File: config.mk
export PLATFORM = sky130hd
export DESIGN_NAME = cmpic_top
export DESIGN_NICKNAME = d
export VERILOG_FILES = /design/src/rtl/cmpic_sync2.v /design/src/rtl/cmpic_top.v
export VERILOG_INCLUDE_DIRS = /design/src /design/src/rtl
export SDC_FILE = /design/constraint.sdc
export NUM_CORES = 1
export LEC_CHECK = 0
export ABC_AREA = 1
export BUFFER_PORTS_ARGS = -buffer_cell sky130_fd_sc_hd__buf_2
export CORE_MARGIN = 2
export CORE_UTILIZATION = 25
export CTS_CLUSTER_SIZE = 14
export DETAILED_ROUTE_END_ITERATION = 8
export PLACE_DENSITY = 0.59
export SYNTH_ARGS = -nofsm -noshare
export SYNTH_HDL_FRONTEND = slang
export SYNTH_SLANG_ARGS = --single-unit
File: constraint.sdc
create_clock -name clk_sys -period 3.24 [get_ports clk_sys]
set_clock_uncertainty 0.05 [all_clocks]
set_input_delay 0.486 -clock clk_sys [delete_from_list [all_inputs] [get_ports clk_sys]]
set_output_delay 0.486 -clock clk_sys [all_outputs]
set_load 0.005 [all_outputs]
File: src/rtl/cmpic_defs.vh
// Constants for the comparator interrupt control block.
// Assumes a 32-bit APB slave with word-aligned registers.
`ifndef CMPIC_DEFS_VH
`define CMPIC_DEFS_VH

`define CMPIC_ADDR_CTRL 12'h000
`define CMPIC_ADDR_VREF 12'h004
`define CMPIC_ADDR_FLAG 12'h008
`define CMPIC_ADDR_PEN 12'h00c
`define CMPIC_ADDR_ICTL 12'h010
`define CMPIC_ADDR_EVST 12'h014
`define CMPIC_ADDR_EVCLR 12'h018
`define CMPIC_ADDR_EVEN 12'h01c
`define CMPIC_ADDR_SLEEP 12'h020

`define CMPIC_CTRL_RST 8'h00
`define CMPIC_VREF_RST 8'h00
`define CMPIC_VREF_MASK 8'hef
`define CMPIC_CTRL_WMASK 8'h0f

`define CMPIC_OUT1_BIT 6
`define CMPIC_OUT2_BIT 7
`define CMPIC_CIS_BIT 3
`define CMPIC_FLAG_BIT 6
`define CMPIC_CHGEN_BIT 6
`define CMPIC_PERIPHERAL_IRQ_ENABLE_BIT 6
`define CMPIC_GIE_BIT 7

`define CMPIC_MODE_RESET 3'h0
`define CMPIC_MODE_INTREF 3'h2
`define CMPIC_MODE_OFF 3'h7

`define CMPIC_EV_CHANGE 0
`define CMPIC_EV_WAKE 1
`define CMPIC_EV_W 2

`endif

File: src/rtl/cmpic_sync2.v
// Two-flip-flop synchroniser for a bus of asynchronous levels.
// Assumes the inputs come straight from analog comparator outputs.
`timescale 1ns/1ps
module cmpic_sync2 #(
	parameter W = 2
) (
	input wire clk_sys,
	input wire nrst,
	input wire [W-1:0] async_in,
	output reg [W-1:0] sync_out
);
	reg [W-1:0] meta_r;

	always @(posedge clk_sys or negedge nrst) begin
		if (!nrst) begin
			meta_r <= {W{1'b0}};
			sync_out <= {W{1'b0}};
		end else begin
			meta_r <= async_in;
			sync_out <= meta_r;
		end
	end
endmodule // cmpic_sync2

File: src/rtl/cmpic_top.v
// Digital control of a dual comparator: change flag, enables, sleep wake,
// mode decode and an APB register slave.
// Assumes comparator outputs arrive asynchronously and APB runs on clk_sys.
//
// Behaviour
// - Either output change sets change flag.
// - Outputs readable at control bits 7:6.
// - Flag cleared only by writing zero.
// - Writing one sets flag like hardware.
// - Interrupt needs three enables all set.
// - Flag still sets when interrupt disabled.
// - Change during access may be missed.
// - Control register access relatches outputs.
// - Persisting mismatch keeps setting flag.
// - Detection keeps working during sleep.
// - Enabled change interrupt wakes from sleep.
// - Wake leaves control register unchanged.
// - Reset returns control register to zero.
// - Reset mode makes pins analog inputs.
// - Comparators powered down during reset.
// - Mode 010 routes internal reference.
`timescale 1ns/1ps
`include "cmpic_defs.vh"
module cmpic_top (
	input wire clk_sys,
	input wire nrst,
	input wire psel,
	input wire penable,
	input wire pwrite,
	input wire [11:0] paddr,
	input wire [31:0] pwdata,
	output reg [31:0] prdata,
	output reg pready,
	output reg pslverr,
	input wire [1:0] cmpOut,
	input wire sleepReq,
	output reg cmpPowerEn,
	output reg [1:0] cmpAnalogSel,
	output reg intRefSel,
	output reg inputSwitch,
	output reg [7:0] vrefCtrl,
	output reg cmpIrq,
	output reg sleeping,
	output reg wakeUp,
	output reg eventIrq
);
	localparam ST_RUN = 2'b01;
	localparam ST_SLEEP = 2'b10;

	wire [1:0] liveOut;
	reg [1:0] latchOut_r;
	reg [7:0] ctrl_r;
	reg flag_r;
	reg chgEn_r;
	reg peripheral_irq_enable_r;
	reg gie_r;
	reg [1:0] pmState_r;
	reg [`CMPIC_EV_W-1:0] evStat_r;
	reg [`CMPIC_EV_W-1:0] evEn_r;
	reg [31:0] rdData;
	reg addrOk;

	// Only the first access-phase cycle is acted on, so every access has one wait state.
	wire acc = psel & penable & ~pready;
	wire wr = acc & pwrite;
	wire [7:0] wb = pwdata[7:0];

	function hit;
		input [11:0] a;
		input [11:0] b;
		hit = (a == b);
	endfunction

	wire ctrlAcc = acc & hit(paddr, `CMPIC_ADDR_CTRL);
	wire mismatch = (liveOut != latchOut_r);
	wire irqNow = flag_r & chgEn_r & peripheral_irq_enable_r & gie_r;
	wire [2:0] mode = ctrl_r[2:0];

	cmpic_sync2 #(.W(2)) u_sync (
		.clk_sys(clk_sys),
		.nrst(nrst),
		.async_in(cmpOut),
		.sync_out(liveOut)
	);

	always @* begin
		addrOk = 1'b1;
		rdData = 32'h00000000;
		case (paddr)
		`CMPIC_ADDR_CTRL: rdData[7:0] = {liveOut[1], liveOut[0], ctrl_r[5:0]};
		`CMPIC_ADDR_VREF: rdData[7:0] = vrefCtrl;
		`CMPIC_ADDR_FLAG: rdData[`CMPIC_FLAG_BIT] = flag_r;
		`CMPIC_ADDR_PEN: rdData[`CMPIC_CHGEN_BIT] = chgEn_r;
		`CMPIC_ADDR_ICTL: rdData[7:6] = {gie_r, peripheral_irq_enable_r};
		`CMPIC_ADDR_EVST: rdData[`CMPIC_EV_W-1:0] = evStat_r;
		`CMPIC_ADDR_EVCLR: rdData = 32'h00000000;
		`CMPIC_ADDR_EVEN: rdData[`CMPIC_EV_W-1:0] = evEn_r;
		`CMPIC_ADDR_SLEEP: rdData[0] = sleeping;
		default: addrOk = 1'b0;
		endcase
	end

	always @(posedge clk_sys or negedge nrst) begin
		if (!nrst) begin
			pready <= 1'b0;
			pslverr <= 1'b0;
			prdata <= 32'h00000000;
		end else begin
			pready <= acc;
			pslverr <= acc & ~addrOk;
			// A refused write loads the zero read word as well, so an
			// error response never carries stale data from an old read.
			if (acc && (!pwrite || !addrOk))
				prdata <= rdData;
		end
	end

	// Register writes, relatch and change flag.
	always @(posedge clk_sys or negedge nrst) begin
		if (!nrst) begin
			ctrl_r <= `CMPIC_CTRL_RST;
			vrefCtrl <= `CMPIC_VREF_RST;
			latchOut_r <= 2'b00;
			flag_r <= 1'b0;
			chgEn_r <= 1'b0;
			peripheral_irq_enable_r <= 1'b0;
			gie_r <= 1'b0;
			evEn_r <= {`CMPIC_EV_W{1'b0}};
		end else begin
			// The relatch takes the same synchronised value the flag sees,
			// so a change coinciding with an access can be lost.
			if (ctrlAcc)
				latchOut_r <= liveOut;
			if (wr && hit(paddr, `CMPIC_ADDR_CTRL))
				ctrl_r <= wb & `CMPIC_CTRL_WMASK;
			if (wr && hit(paddr, `CMPIC_ADDR_VREF))
				vrefCtrl <= wb & `CMPIC_VREF_MASK;
			if (wr && hit(paddr, `CMPIC_ADDR_PEN))
				chgEn_r <= wb[`CMPIC_CHGEN_BIT];
			if (wr && hit(paddr, `CMPIC_ADDR_ICTL)) begin
				peripheral_irq_enable_r <= wb[`CMPIC_PERIPHERAL_IRQ_ENABLE_BIT];
				gie_r <= wb[`CMPIC_GIE_BIT];
			end
			if (wr && hit(paddr, `CMPIC_ADDR_EVEN))
				evEn_r <= wb[`CMPIC_EV_W-1:0];
			// Hardware set wins over a software clear in the same cycle.
			if (mismatch && !ctrlAcc)
				flag_r <= 1'b1;
			else if (wr && hit(paddr, `CMPIC_ADDR_FLAG))
				flag_r <= wb[`CMPIC_FLAG_BIT];
		end
	end

	// Sleep state; waking touches no control state.
	always @(posedge clk_sys or negedge nrst) begin
		if (!nrst) begin
			pmState_r <= ST_RUN;
			wakeUp <= 1'b0;
		end else begin
			wakeUp <= 1'b0;
			case (pmState_r)
			ST_RUN: if (sleepReq) pmState_r <= ST_SLEEP;
			ST_SLEEP: begin
				// Wake needs only the local enable and peripheral enable path.
				if (flag_r & chgEn_r & peripheral_irq_enable_r) begin
					pmState_r <= ST_RUN;
					wakeUp <= 1'b1;
				end
			end
			default: pmState_r <= ST_RUN;
			endcase
		end
	end

	// Event status with write-one-to-clear; set wins over clear.
	wire [`CMPIC_EV_W-1:0] evSet;
	assign evSet[`CMPIC_EV_CHANGE] = mismatch & ~ctrlAcc;
	assign evSet[`CMPIC_EV_WAKE] = (pmState_r == ST_SLEEP) &
		flag_r & chgEn_r & peripheral_irq_enable_r;
	wire evClrWr = wr & hit(paddr, `CMPIC_ADDR_EVCLR);
	genvar g;
	generate
		for (g = 0; g < `CMPIC_EV_W; g = g + 1) begin : gEv
			always @(posedge clk_sys or negedge nrst) begin
				if (!nrst)
					evStat_r[g] <= 1'b0;
				else if (evSet[g])
					evStat_r[g] <= 1'b1;
				else if (evClrWr && wb[g])
					evStat_r[g] <= 1'b0;
			end
		end
	endgenerate

	// Registered outputs; all but cmpAnalogSel, held at 11, are low while nrst is low.
	always @(posedge clk_sys or negedge nrst) begin
		if (!nrst) begin
			cmpPowerEn <= 1'b0;
			cmpAnalogSel <= 2'b11;
			intRefSel <= 1'b0;
			inputSwitch <= 1'b0;
			cmpIrq <= 1'b0;
			sleeping <= 1'b0;
			eventIrq <= 1'b0;
		end else begin
			// Power stays on through sleep unless off or reset mode is chosen.
			cmpPowerEn <= (mode != `CMPIC_MODE_OFF) &&
				(mode != `CMPIC_MODE_RESET);
			cmpAnalogSel <= (mode == `CMPIC_MODE_RESET) ? 2'b11 : 2'b00;
			intRefSel <= (mode == `CMPIC_MODE_INTREF);
			inputSwitch <= ctrl_r[`CMPIC_CIS_BIT];
			cmpIrq <= irqNow;
			sleeping <= (pmState_r == ST_SLEEP);
			eventIrq <= |(evStat_r & evEn_r);
		end
	end
endmodule // cmpic_top

==> results of run 1 <==
-- where the power goes --
part / switching [uW] / internal [uW] / total [uW]
Combinational: 69.0 / 30.4 / 99.4
Clock: 181 / 146 / 327
Sequential: 11.2 / 574 / 585
Total: 261 / 750 / 1010
-- area by class of cell --
type / instances / area [um2] / share of cell area (%)
sequential: 44 / 1100 / 41.3
multi-input combinational: 196 / 967 / 36.2
timing repair buffer: 51 / 255 / 9.56
tap: 111 / 139 / 5.20
inverter: 33 / 125 / 4.68
clock buffer: 5 / 68.8 / 2.58
clock inverter: 2 / 12.5 / 0.468
-- worst max-delay path, cell delays in order, from the launching register on --
cell                      delay [ns]
sky130_fd_sc_hd__dfrtp_1        0.40
sky130_fd_sc_hd__nor2_2         0.23
sky130_fd_sc_hd__nand2_1        0.13
sky130_fd_sc_hd__inv_1          0.16
sky130_fd_sc_hd__nand2_2        0.26
sky130_fd_sc_hd__nor2_1         0.20
sky130_fd_sc_hd__a21oi_2        0.04
-- cell usage after synthesis, drive strengths merged --
master / number / area (um2)
a21oi: 1 / 8.76
a22o: 1 / 8.76
buf: 30 / 225
clkinv: 1 / 5.00
conb: 1 / 3.75
dfrtp: 42 / 1050
dfstp: 2 / 52.6
inv: 32 / 120
nand2: 81 / 337
nand3: 22 / 128
nand4: 7 / 43.8
nor2: 28 / 146
nor3: 3 / 26.3
nor3b: 1 / 7.51
o211ai: 1 / 7.51
o21ai: 22 / 133
or2: 1 / 6.26
xor2: 2 / 17.5
-- worst min path at each step --
stage	start	end	slack (ns)	cells after the start
final	cmpOut[0]	u_sync.meta_r[0]$_DFF_PN0_	0.25	1
after global routing	cmpOut[0]	u_sync.meta_r[0]$_DFF_PN0_	0.24	1
after CTS	cmpOut[0]	u_sync.meta_r[0]$_DFF_PN0_	0.25	1
after detailed placement	u_sync.meta_r[0]$_DFF_PN0_	u_sync.sync_out[0]$_DFF_PN0_	0.29	0
after global placement	u_sync.meta_r[0]$_DFF_PN0_	u_sync.sync_out[0]$_DFF_PN0_	0.29	0
after floorplan	nrst	chgEn_r$_DFFE_PN0P_	0.14	0
-- logic make-up (layout without fill, tap and decap cells) --
family | after synthesis | after routing | share of synthesized area (%)
simple gates | 143 | 143 | 29.8
other cells | 1 | 26 | 0.161
compound gates | 25 | 25 | 6.77
flops | 44 | 44 | 47.4
buf+inv | 63 | 91 | 15.1
xor+xnor | 2 | 2 | 0.753
-- flip-flops by register name, summed over array words and instances, names as in the netlist, 2 cells and up --
| signal | cells |
|---|---|
| ctrl_r | 4 |
| evEn_r | 2 |
| evStat_r | 2 |
| latchOut_r | 2 |
| pmState_r | 2 |
| prdata | 7 |
| u_sync.meta_r | 2 |
| u_sync.sync_out | 2 |
| vrefCtrl | 7 |
-- stage by stage --
stage | hold WS [ns] | instance area [um2] | cells | worst slack [ns]
global route | 0.239 | 2670 | 442 | 1.51
floorplan | 0.140 | 2420 | 303 | 1.72
CTS | 0.247 | 2670 | 442 | 1.63
global placement | 0.286 | 2590 | 435 | 1.37
finish | 0.251 | 2670 | 442 | 1.64
detailed placement | 0.286 | 2590 | 435 | 1.34
-- metal layers --
metal	vias up	wire length, um
met5	-	0
met4	0	19
met3	2	248
met2	57	2390
met1	810	2290
li1	926	-
==> results.cfg, run 1 <==
[status]
status = finished clean

[power]
vdd.ir_drop.worst_v = 0.000198
post-layout-total-power_uw = 1010
p_leak_uw = 0.00148
pwr_dens_nw_per_um2 = 379

[floorplanning]
core_um2 = 9150
die-height_um = 100
effective_utilization_at_floorplan_pct = 25.4
die_width_um = 100
num_rows = 35
design.portCount = 103
dieArea_um2 = 10100

[placement]
dp_hpwl_mm = 3.96
routabilityCongestion = 0.860
placement.io_buffers = 51

[job]
maxCapViolCount = 0

[setup_path]
worst-endpoint-arrival_ns = 1.72
crit_path_start_kind = flop
worst_r2r_path_depth = 6
worstReg2RegEnd = vrefCtrl[5]$_DFFE_PN0P_
largest_fanout_on_the_critical_path = 14
setup.reg_to_reg.worst_slack_ns = 1.64
critPathCapture = vrefCtrl[5]$_DFFE_PN0P_
end_kind = flop
timing.critical_path.required_ns = 3.36
critical_path.reg2reg.startpoint = pready$_DFF_PN0_
path_class = flop to flop
worst_setup_path_startpoint = pready$_DFF_PN0_

[timing]
fin_tns_setup_ns = 0
min_period_over_period_pct = 49.4
timing.final.crit_period_ns = 1.60
max_freq_ghz = 0.625
setup_violators_final = 0
finalMaxSlewViolations = 0
grt_setup_unrepaired = false
slew-limit-headroom_pct = 35.8
timing_worst_slew_pin_value_ns = 0.964
final_hold_fails = 0

[route]
routed-via-count = 1795
drt_pass1_iterations = 4
drt_wl_total_mm = 4.94
antenna_left = 0
drt-wirelength-per-cell_um = 11.2
via_per_inst = 4.06
drtIter0Drc = 100
remaining_drc_errors = 0

[cts]
tritoncts = built
ctsHoldBuffers = 0
clock_tree.htree_level_count = 2
post_cts_gate_resize_count = 0
post-cts-setup-buffers = 0
clock-sinks = 44
clock_path_buffers = 2
clkLatencyLatePin_ns = 0.29
clk_root_buffer_cell = sky130_fd_sc_hd__clkbuf_8
numCtsBuffers = 5
cts.reportedPaths.clkPinSlew_ns = 0.08

[yosys]
mappedNetlistArea_um2 = 2330
synthesis.instances = 278
yosysWarningCount = 0
syn_area_per_cell_um2 = 8.37
synth.distinct_cells = 31
synth.ff_latch_count = 44
share_of_the_yosys_chip_area_belonging_to_registers_pct = 47.4

[finish]
layout.cells.most_common = sky130_fd_sc_hd__nand2_1
area_overhead_of_the_layout_relative_to_synthesis_pct = 14.8
finalCoreUtilization_pct = 29.2
layout.nets = 383
diodes = 0
final_cell_mix = 74 x sky130_fd_sc_hd__nand2_1, 51 x sky130_fd_sc_hd__buf_2, 42 x sky130_fd_sc_hd__dfrtp_1
nFillCells = 997
layout-drive-gt1-share_pct = 27.2

[grt]
grtUsageMet3_pct = 2.22
antenna_found_initial = 0
globalRouteMet2Util_pct = 16.3
globalRoute.busiestLayer = met2
pin_count_of_the_biggest_net_entering_global_routing = 45
met1_capacity_usage_during_global_routing_pct = 13.3
globalRoute.totalOverflow = 0
first_global_vias = 1638
global_route_wire_length_before_repair_mm = 7.88
grt_usage_pct = 9.90

[min_path]
timing.hold.worst.class = input pin to flop
(Power assumes the default switching activity.)
==> run 2: changes to the inputs <==
Clock period 3.24 ns to 1.5 ns, I/O delays scaled along.
==> results.cfg, run 2 (synthesized netlist as in run 1, its figures left out) <==
[status]
status = finished clean

[finish]
area_overhead_of_the_layout_relative_to_synthesis_pct = 24.5
diodes = 0
sequential_cell_area_um2 = 1100
nFillCells = 976
final_design_area_no_fill_um2 = 2900
largest_registers_ranked_by_flip_flop_count = prdata (7), vrefCtrl (7), ctrl_r (4)
layout.nets = 402
layout-drive-gt1-share_pct = 30.5
final_cell_mix = 74 x sky130_fd_sc_hd__nand2_1, 51 x sky130_fd_sc_hd__buf_2, 42 x sky130_fd_sc_hd__dfrtp_1
layout.cells.most_common = sky130_fd_sc_hd__nand2_1
multi_input_combinational_cell_area_um2 = 972

[placement]
postPlaceCellArea_um2 = 2740
placement.io_buffers = 51
dp_hpwl_mm = 3.99
routabilityCongestion = 0.854

[route]
remaining_drc_errors = 0
antenna_left = 0
routed-via-count = 1869
drt_pass1_iterations = 4
drt-wirelength-per-cell_um = 10.7
drtIter0Drc = 93
drt_wl_total_mm = 4.93
via_per_inst = 4.05

[cts]
clk_root_buffer_cell = sky130_fd_sc_hd__clkbuf_8
cts.reportedPaths.clkPinSlew_ns = 0.08
tritoncts = built
numCtsBuffers = 5
clock-sinks = 44
clock_path_buffers = 2
clkLatencyLatePin_ns = 0.29
clock_tree.htree_level_count = 2

[power]
pwr_dens_nw_per_um2 = 856
post-layout-total-power_uw = 2480
power_frac_comb_pct = 9.7
vdd.ir_drop.worst_v = 0.000568
power.share.sequential_pct = 51.0
power_switching_share_pct = 22.9
clock_power_share_pct = 39.3
p_leak_uw = 0.00161
p_switching_uw = 567
intPower_uw = 1910

[setup_path]
setup.reg_to_reg.worst_slack_ns = 0.11
crit_path_start_kind = flop
largest_fanout_on_the_critical_path = 3
timing.critical_path.required_ns = 1.62
end_kind = flop
path_class = flop to flop
worst_r2r_path_depth = 7
worst_setup_path_startpoint = pready$_DFF_PN0_
critical_path.reg2reg.startpoint = pready$_DFF_PN0_
worst-endpoint-arrival_ns = 1.50
worstReg2RegEnd = evStat_r[0]$_DFFE_PN0P_

[timing]
grt_setup_unrepaired = false
fin_tns_setup_ns = 0
final_hold_fails = 0
min_period_over_period_pct = 92.4
finalMaxSlewViolations = 0
setup_violators_final = 0
max_freq_ghz = 0.721
timing.final.crit_period_ns = 1.39

[floorplanning]
dieArea_um2 = 10100
num_rows = 35
die_width_um = 100
design.portCount = 103
core_um2 = 9150
die-height_um = 100
effective_utilization_at_floorplan_pct = 25.4

[grt]
antenna_found_initial = 0
global_route_wire_length_before_repair_mm = 8.16
pin_count_of_the_biggest_net_entering_global_routing = 45
grt_usage_pct = 10.1
globalRoute.totalOverflow = 0
first_global_vias = 1750

[min_path]
hold-path-cell-count = 3
hold_path_end = vrefCtrl[5]$_DFFE_PN0P_
timing.hold.worst.start = pwdata[5]
timing.hold.worst.class = input pin to flop

[job]
maxCapViolCount = 0
-- run 2: how the worst max path moves through the flow --
stage / to / slack, ns / depth (start not counted)
finish: evStat_r[0]$_DFFE_PN0P_ / 0.11 / 7
global route: evStat_r[0]$_DFFE_PN0P_ / 0.007 / 7
CTS: evStat_r[0]$_DFFE_PN0P_ / 0.05 / 7
detailed placement: prdata[7]$_DFFE_PN0P_ / 0.002 / 11
global placement: prdata[5]$_DFFE_PN0P_ / 0.03 / 11
floorplan: prdata[7]$_DFFE_PN0P_ / 0.18 / 7
-- run 2: critical path: stages, from the launching register on --
cell                      delay [ns]
sky130_fd_sc_hd__dfrtp_1        0.42
sky130_fd_sc_hd__nor2_4         0.14
sky130_fd_sc_hd__nand2_1        0.08
sky130_fd_sc_hd__inv_1          0.11
sky130_fd_sc_hd__buf_4          0.13
sky130_fd_sc_hd__nand3_1        0.11
sky130_fd_sc_hd__o21ai_0        0.16
sky130_fd_sc_hd__nand2_1        0.07
-- run 2: final cells by class --
type                       instances  area share [%]
sequential                        44            38.1
multi-input combinational        196            33.6
inverter                          33            4.32
tap                              111            4.79
clock inverter                     1            1.04
timing repair buffer              70            14.9
clock buffer                       7            3.33
-- run 2: stage by stage --
step	hold WS [ns]	util, %	setup WS [ns]	instances
floorplan	-0.121	-	0.184	303
global placement	0.170	29.9	0.0293	451
detailed placement	0.171	29.9	0.00204	451
CTS	0.132	31.6	0.0511	462
global route	0.135	31.6	0.00725	462
finish	0.138	31.6	0.114	462
-- run 2: what timing repair did --
item	4_1_cts	5_1_grt
setup buffers	0	0
resized for setup	0	2
endpoints found under the hold margin	44	0
endpoints found under the setup margin	0	15
hold buffers	3	0
-- run 2: power by group through the flow --
stage	logic, uW	registers, uW	clock network [uW]
after global routing	276	1270	1060
after CTS	243	1260	1000
after global placement	231	1280	0
after floorplan	169	1280	0
after detailed placement	236	1290	0
final	240	1270	974
-- run 2: per-layer routing --
| layer | routed length, um | GRT usage (%) | vias up | share of wire, % |
|---|---|---|---|---|
| li1 | - | - | 962 | - |
| met1 | 2370 | 13.4 | 855 | 48 |
| met2 | 2360 | 17.0 | 48 | 48 |
| met3 | 163 | 1.94 | 4 | 3.3 |
| met4 | 35 | 2.74 | 0 | 0.71 |
| met5 | 0 | 0 | - | 0 |
==> run 3: changes to the inputs <==
Settings changed: ABC_AREA 1 to not set, PLACE_DENSITY 0.59 to 0.6.
==> results.cfg, run 3 <==
[status]
status = complete, but fails checks
failing_checks = setup timing

[placement]
dp_hpwl_mm = 4.10
place_inst = 368
pre_cts_ws_ns = -0.564
routabilityCongestion = 0.922
placement.io_buffers = 51

[route]
via_per_inst = 4.57
routed-via-count = 1754
drtIter0Drc = 123
drt-wirelength-per-cell_um = 14.8
remaining_drc_errors = 0
drt_wl_total_mm = 5.69
drt_pass1_iterations = 4
antenna_left = 0

[grt]
pin_count_of_the_biggest_net_entering_global_routing = 45
globalRoute.totalOverflow = 0
first_global_vias = 1661
global_route_wire_length_before_repair_mm = 8.47
grt_usage_pct = 12.2
antenna_found_initial = 0

[cts]
numCtsBuffers = 5
cts.reportedPaths.clkPinSlew_ns = 0.08
clock-sinks = 44
clock_tree.htree_level_count = 2
clock_path_buffers = 2
tritoncts = built
clk_root_buffer_cell = sky130_fd_sc_hd__clkbuf_8
clkLatencyLatePin_ns = 0.30

[floorplanning]
dieArea_um2 = 9330
core_um2 = 8260
effective_utilization_at_floorplan_pct = 26.0
die-height_um = 96.6
design.portCount = 103
die_width_um = 96.6
num_rows = 33

[timing]
grt_setup_unrepaired = true
setup_violators_final = 24
setup_slack_ns = -0.232
max_freq_ghz = 0.577
timing_worst_slew_pin_value_ns = 0.568
finalMaxSlewViolations = 0
timing.final.crit_period_ns = 1.73
slew-limit-headroom_pct = 61.8
final_hold_fails = 0
min_period_over_period_pct = 115

[power]
power.share.sequential_pct = 49.0
pwr_dens_nw_per_um2 = 862
clock_power_share_pct = 37.4
p_leak_uw = 0.00158
intPower_uw = 2010
power_switching_share_pct = 24.0
p_switching_uw = 635
vdd.ir_drop.worst_v = 0.000665
power_frac_comb_pct = 13.7

[yosys]
synth.distinct_cells = 43
synth_top_area_cell = sky130_fd_sc_hd__dfrtp_1
synthesis.instances = 187
synth.ff_latch_count = 44
synth_edf_count = 0
synthMostInstantiatedCell = sky130_fd_sc_hd__dfrtp_1
share_of_the_yosys_chip_area_belonging_to_registers_pct = 51.5
synth.area.top_cells = sky130_fd_sc_hd__dfrtp_1 49%, sky130_fd_sc_hd__buf_4 9.5%, sky130_fd_sc_hd__mux2_2 6.3%, sky130_fd_sc_hd__mux2_1 4.7%, sky130_fd_sc_hd__dfstp_2 2.5%
synth_top_cell_area_share_pct = 49.0
dominantRegCellSynth = sky130_fd_sc_hd__dfrtp_1
postSynth.asyncResetShare_pct = 100
ys_top_cells_by_count = 42 x sky130_fd_sc_hd__dfrtp_1, 27 x sky130_fd_sc_hd__buf_4, 12 x sky130_fd_sc_hd__mux2_2, 10 x sky130_fd_sc_hd__nand2_1
syn_area_per_cell_um2 = 11.5
yosysWarningCount = 0
mappedNetlistArea_um2 = 2140

[setup_path]
crit_path_start_kind = input pin
worst_r2r_path_depth = 4
end_kind = flop
setup.reg_to_reg.worst_slack_ns = -0.19
worstReg2RegEnd = evEn_r[1]$_DFFE_PN0P_
largest_fanout_on_the_critical_path = 4
worst-endpoint-arrival_ns = 1.91
critical_path.reg2reg.startpoint = pready$_DFF_PN0_
timing.critical_path.required_ns = 1.68
path_class = input pin to flop

[finish]
layout-drive-gt1-share_pct = 52.7
diodes = 0
layout.nets = 330
layout.cells.most_common = sky130_fd_sc_hd__buf_2
area_overhead_of_the_layout_relative_to_synthesis_pct = 43.3
largest_registers_ranked_by_flip_flop_count = prdata (7), vrefCtrl (7), ctrl_r (4)
final_cell_mix = 47 x sky130_fd_sc_hd__buf_2, 42 x sky130_fd_sc_hd__dfrtp_1, 30 x sky130_fd_sc_hd__buf_4
stdcell_count = 384

[job]
maxCapViolCount = 0

[min_path]
timing.hold.worst.class = input pin to flop
hold-path-cell-count = 2
timing.hold.worst.start = pwdata[5]
hold_path_end = vrefCtrl[5]$_DFFE_PN0P_
[run 3: stage by stage]
step / util (%) / power, uW / hold slack (ns) / TNS (ns) / area, um2
3_5_place_dp: 32.3 / 1640 / 0.170 / -12.16 / 2670
5_1_grt: 37.2 / 2760 / 0.112 / -4.64 / 3070
3_3_place_gp: 32.3 / 1630 / 0.166 / -11.58 / 2670
2_1_floorplan: - / 1490 / -0.121 / -6.40 / 2250
6_report: 37.2 / 2650 / 0.111 / -3.27 / 3070
4_1_cts: 35.7 / 2660 / 0.0883 / -3.08 / 2950
[run 3: layer usage]
metal / routed length, um / vias to the layer above / global-route usage (%)
met3: 376 / 13 / 3.10
met1: 2470 / 856 / 15.7
li1: - / 807 / -
met5: 0 / - / 0
met4: 113 / 0 / 3.99
met2: 2730 / 78 / 20.0
[run 3: kinds of logic (layout without fill, tap and decap cells)]
family	Yosys count	after routing	synth area share, %
buffers and inverters	37	104	11.3
other	1	26	0.175
AOI/OAI and AO/OA	21	21	6.89
muxes	25	25	12.9
DFF	44	44	51.5
and+or+nand+nor	57	57	16.5
xor gates and xnor gates	2	2	0.817
[run 3: area by class of cell]
| type | instances | area, um2 |
|---|---|---|
| Clock inverter | 1 | 30.0 |
| Fill cell | 825 | 5190 |
| Clock buffer | 7 | 96.3 |
| Timing Repair Buffer | 90 | 612 |
| Sequential cell | 44 | 1100 |
| Tap cell | 105 | 131 |
| Multi-Input combinational cell | 131 | 1070 |
| Inverter | 6 | 22.5 |
[run 3: power groups by stage]
stage | clock network [uW] | logic [uW] | registers, uW
finish | 989 | 361 | 1300
global placement | 0 | 310 | 1320
global route | 1050 | 411 | 1300
floorplan | 0 | 176 | 1310
detailed placement | 0 | 317 | 1320
CTS | 1020 | 345 | 1300
[run 3: worst max-delay path, cell delays in order]
cell                      delay (ns)
sky130_fd_sc_hd__buf_6          0.09
sky130_fd_sc_hd__or4_4          0.54
sky130_fd_sc_hd__or3_4          0.38
sky130_fd_sc_hd__or4_1          0.51
sky130_fd_sc_hd__a31oi_1        0.17
[run 3: how the worst max path moves through the flow]
stage,depth (start not counted),slack [ns],to,startpoint
after detailed placement,5,-0.56,prdata[7]$_DFFE_PN0P_,paddr[7]
after CTS,5,-0.22,prdata[7]$_DFFE_PN0P_,paddr[7]
after floorplan,4,-0.45,prdata[1]$_DFFE_PN0P_,paddr[7]
after global routing,6,-0.27,vrefCtrl[5]$_DFFE_PN0P_,paddr[7]
after global placement,5,-0.55,prdata[7]$_DFFE_PN0P_,paddr[7]
final,5,-0.23,prdata[1]$_DFFE_PN0P_,paddr[7]
[run 3: repair_timing]
action / in CTS / in global routing
gates resized for setup: 21 / 28
buffers inserted: 3 / 3
setup endpoints to repair: 26 / 28
pin swaps: 7 / 13
hold endpoints to repair: 44 / 0
hold buffers: 3 / 0
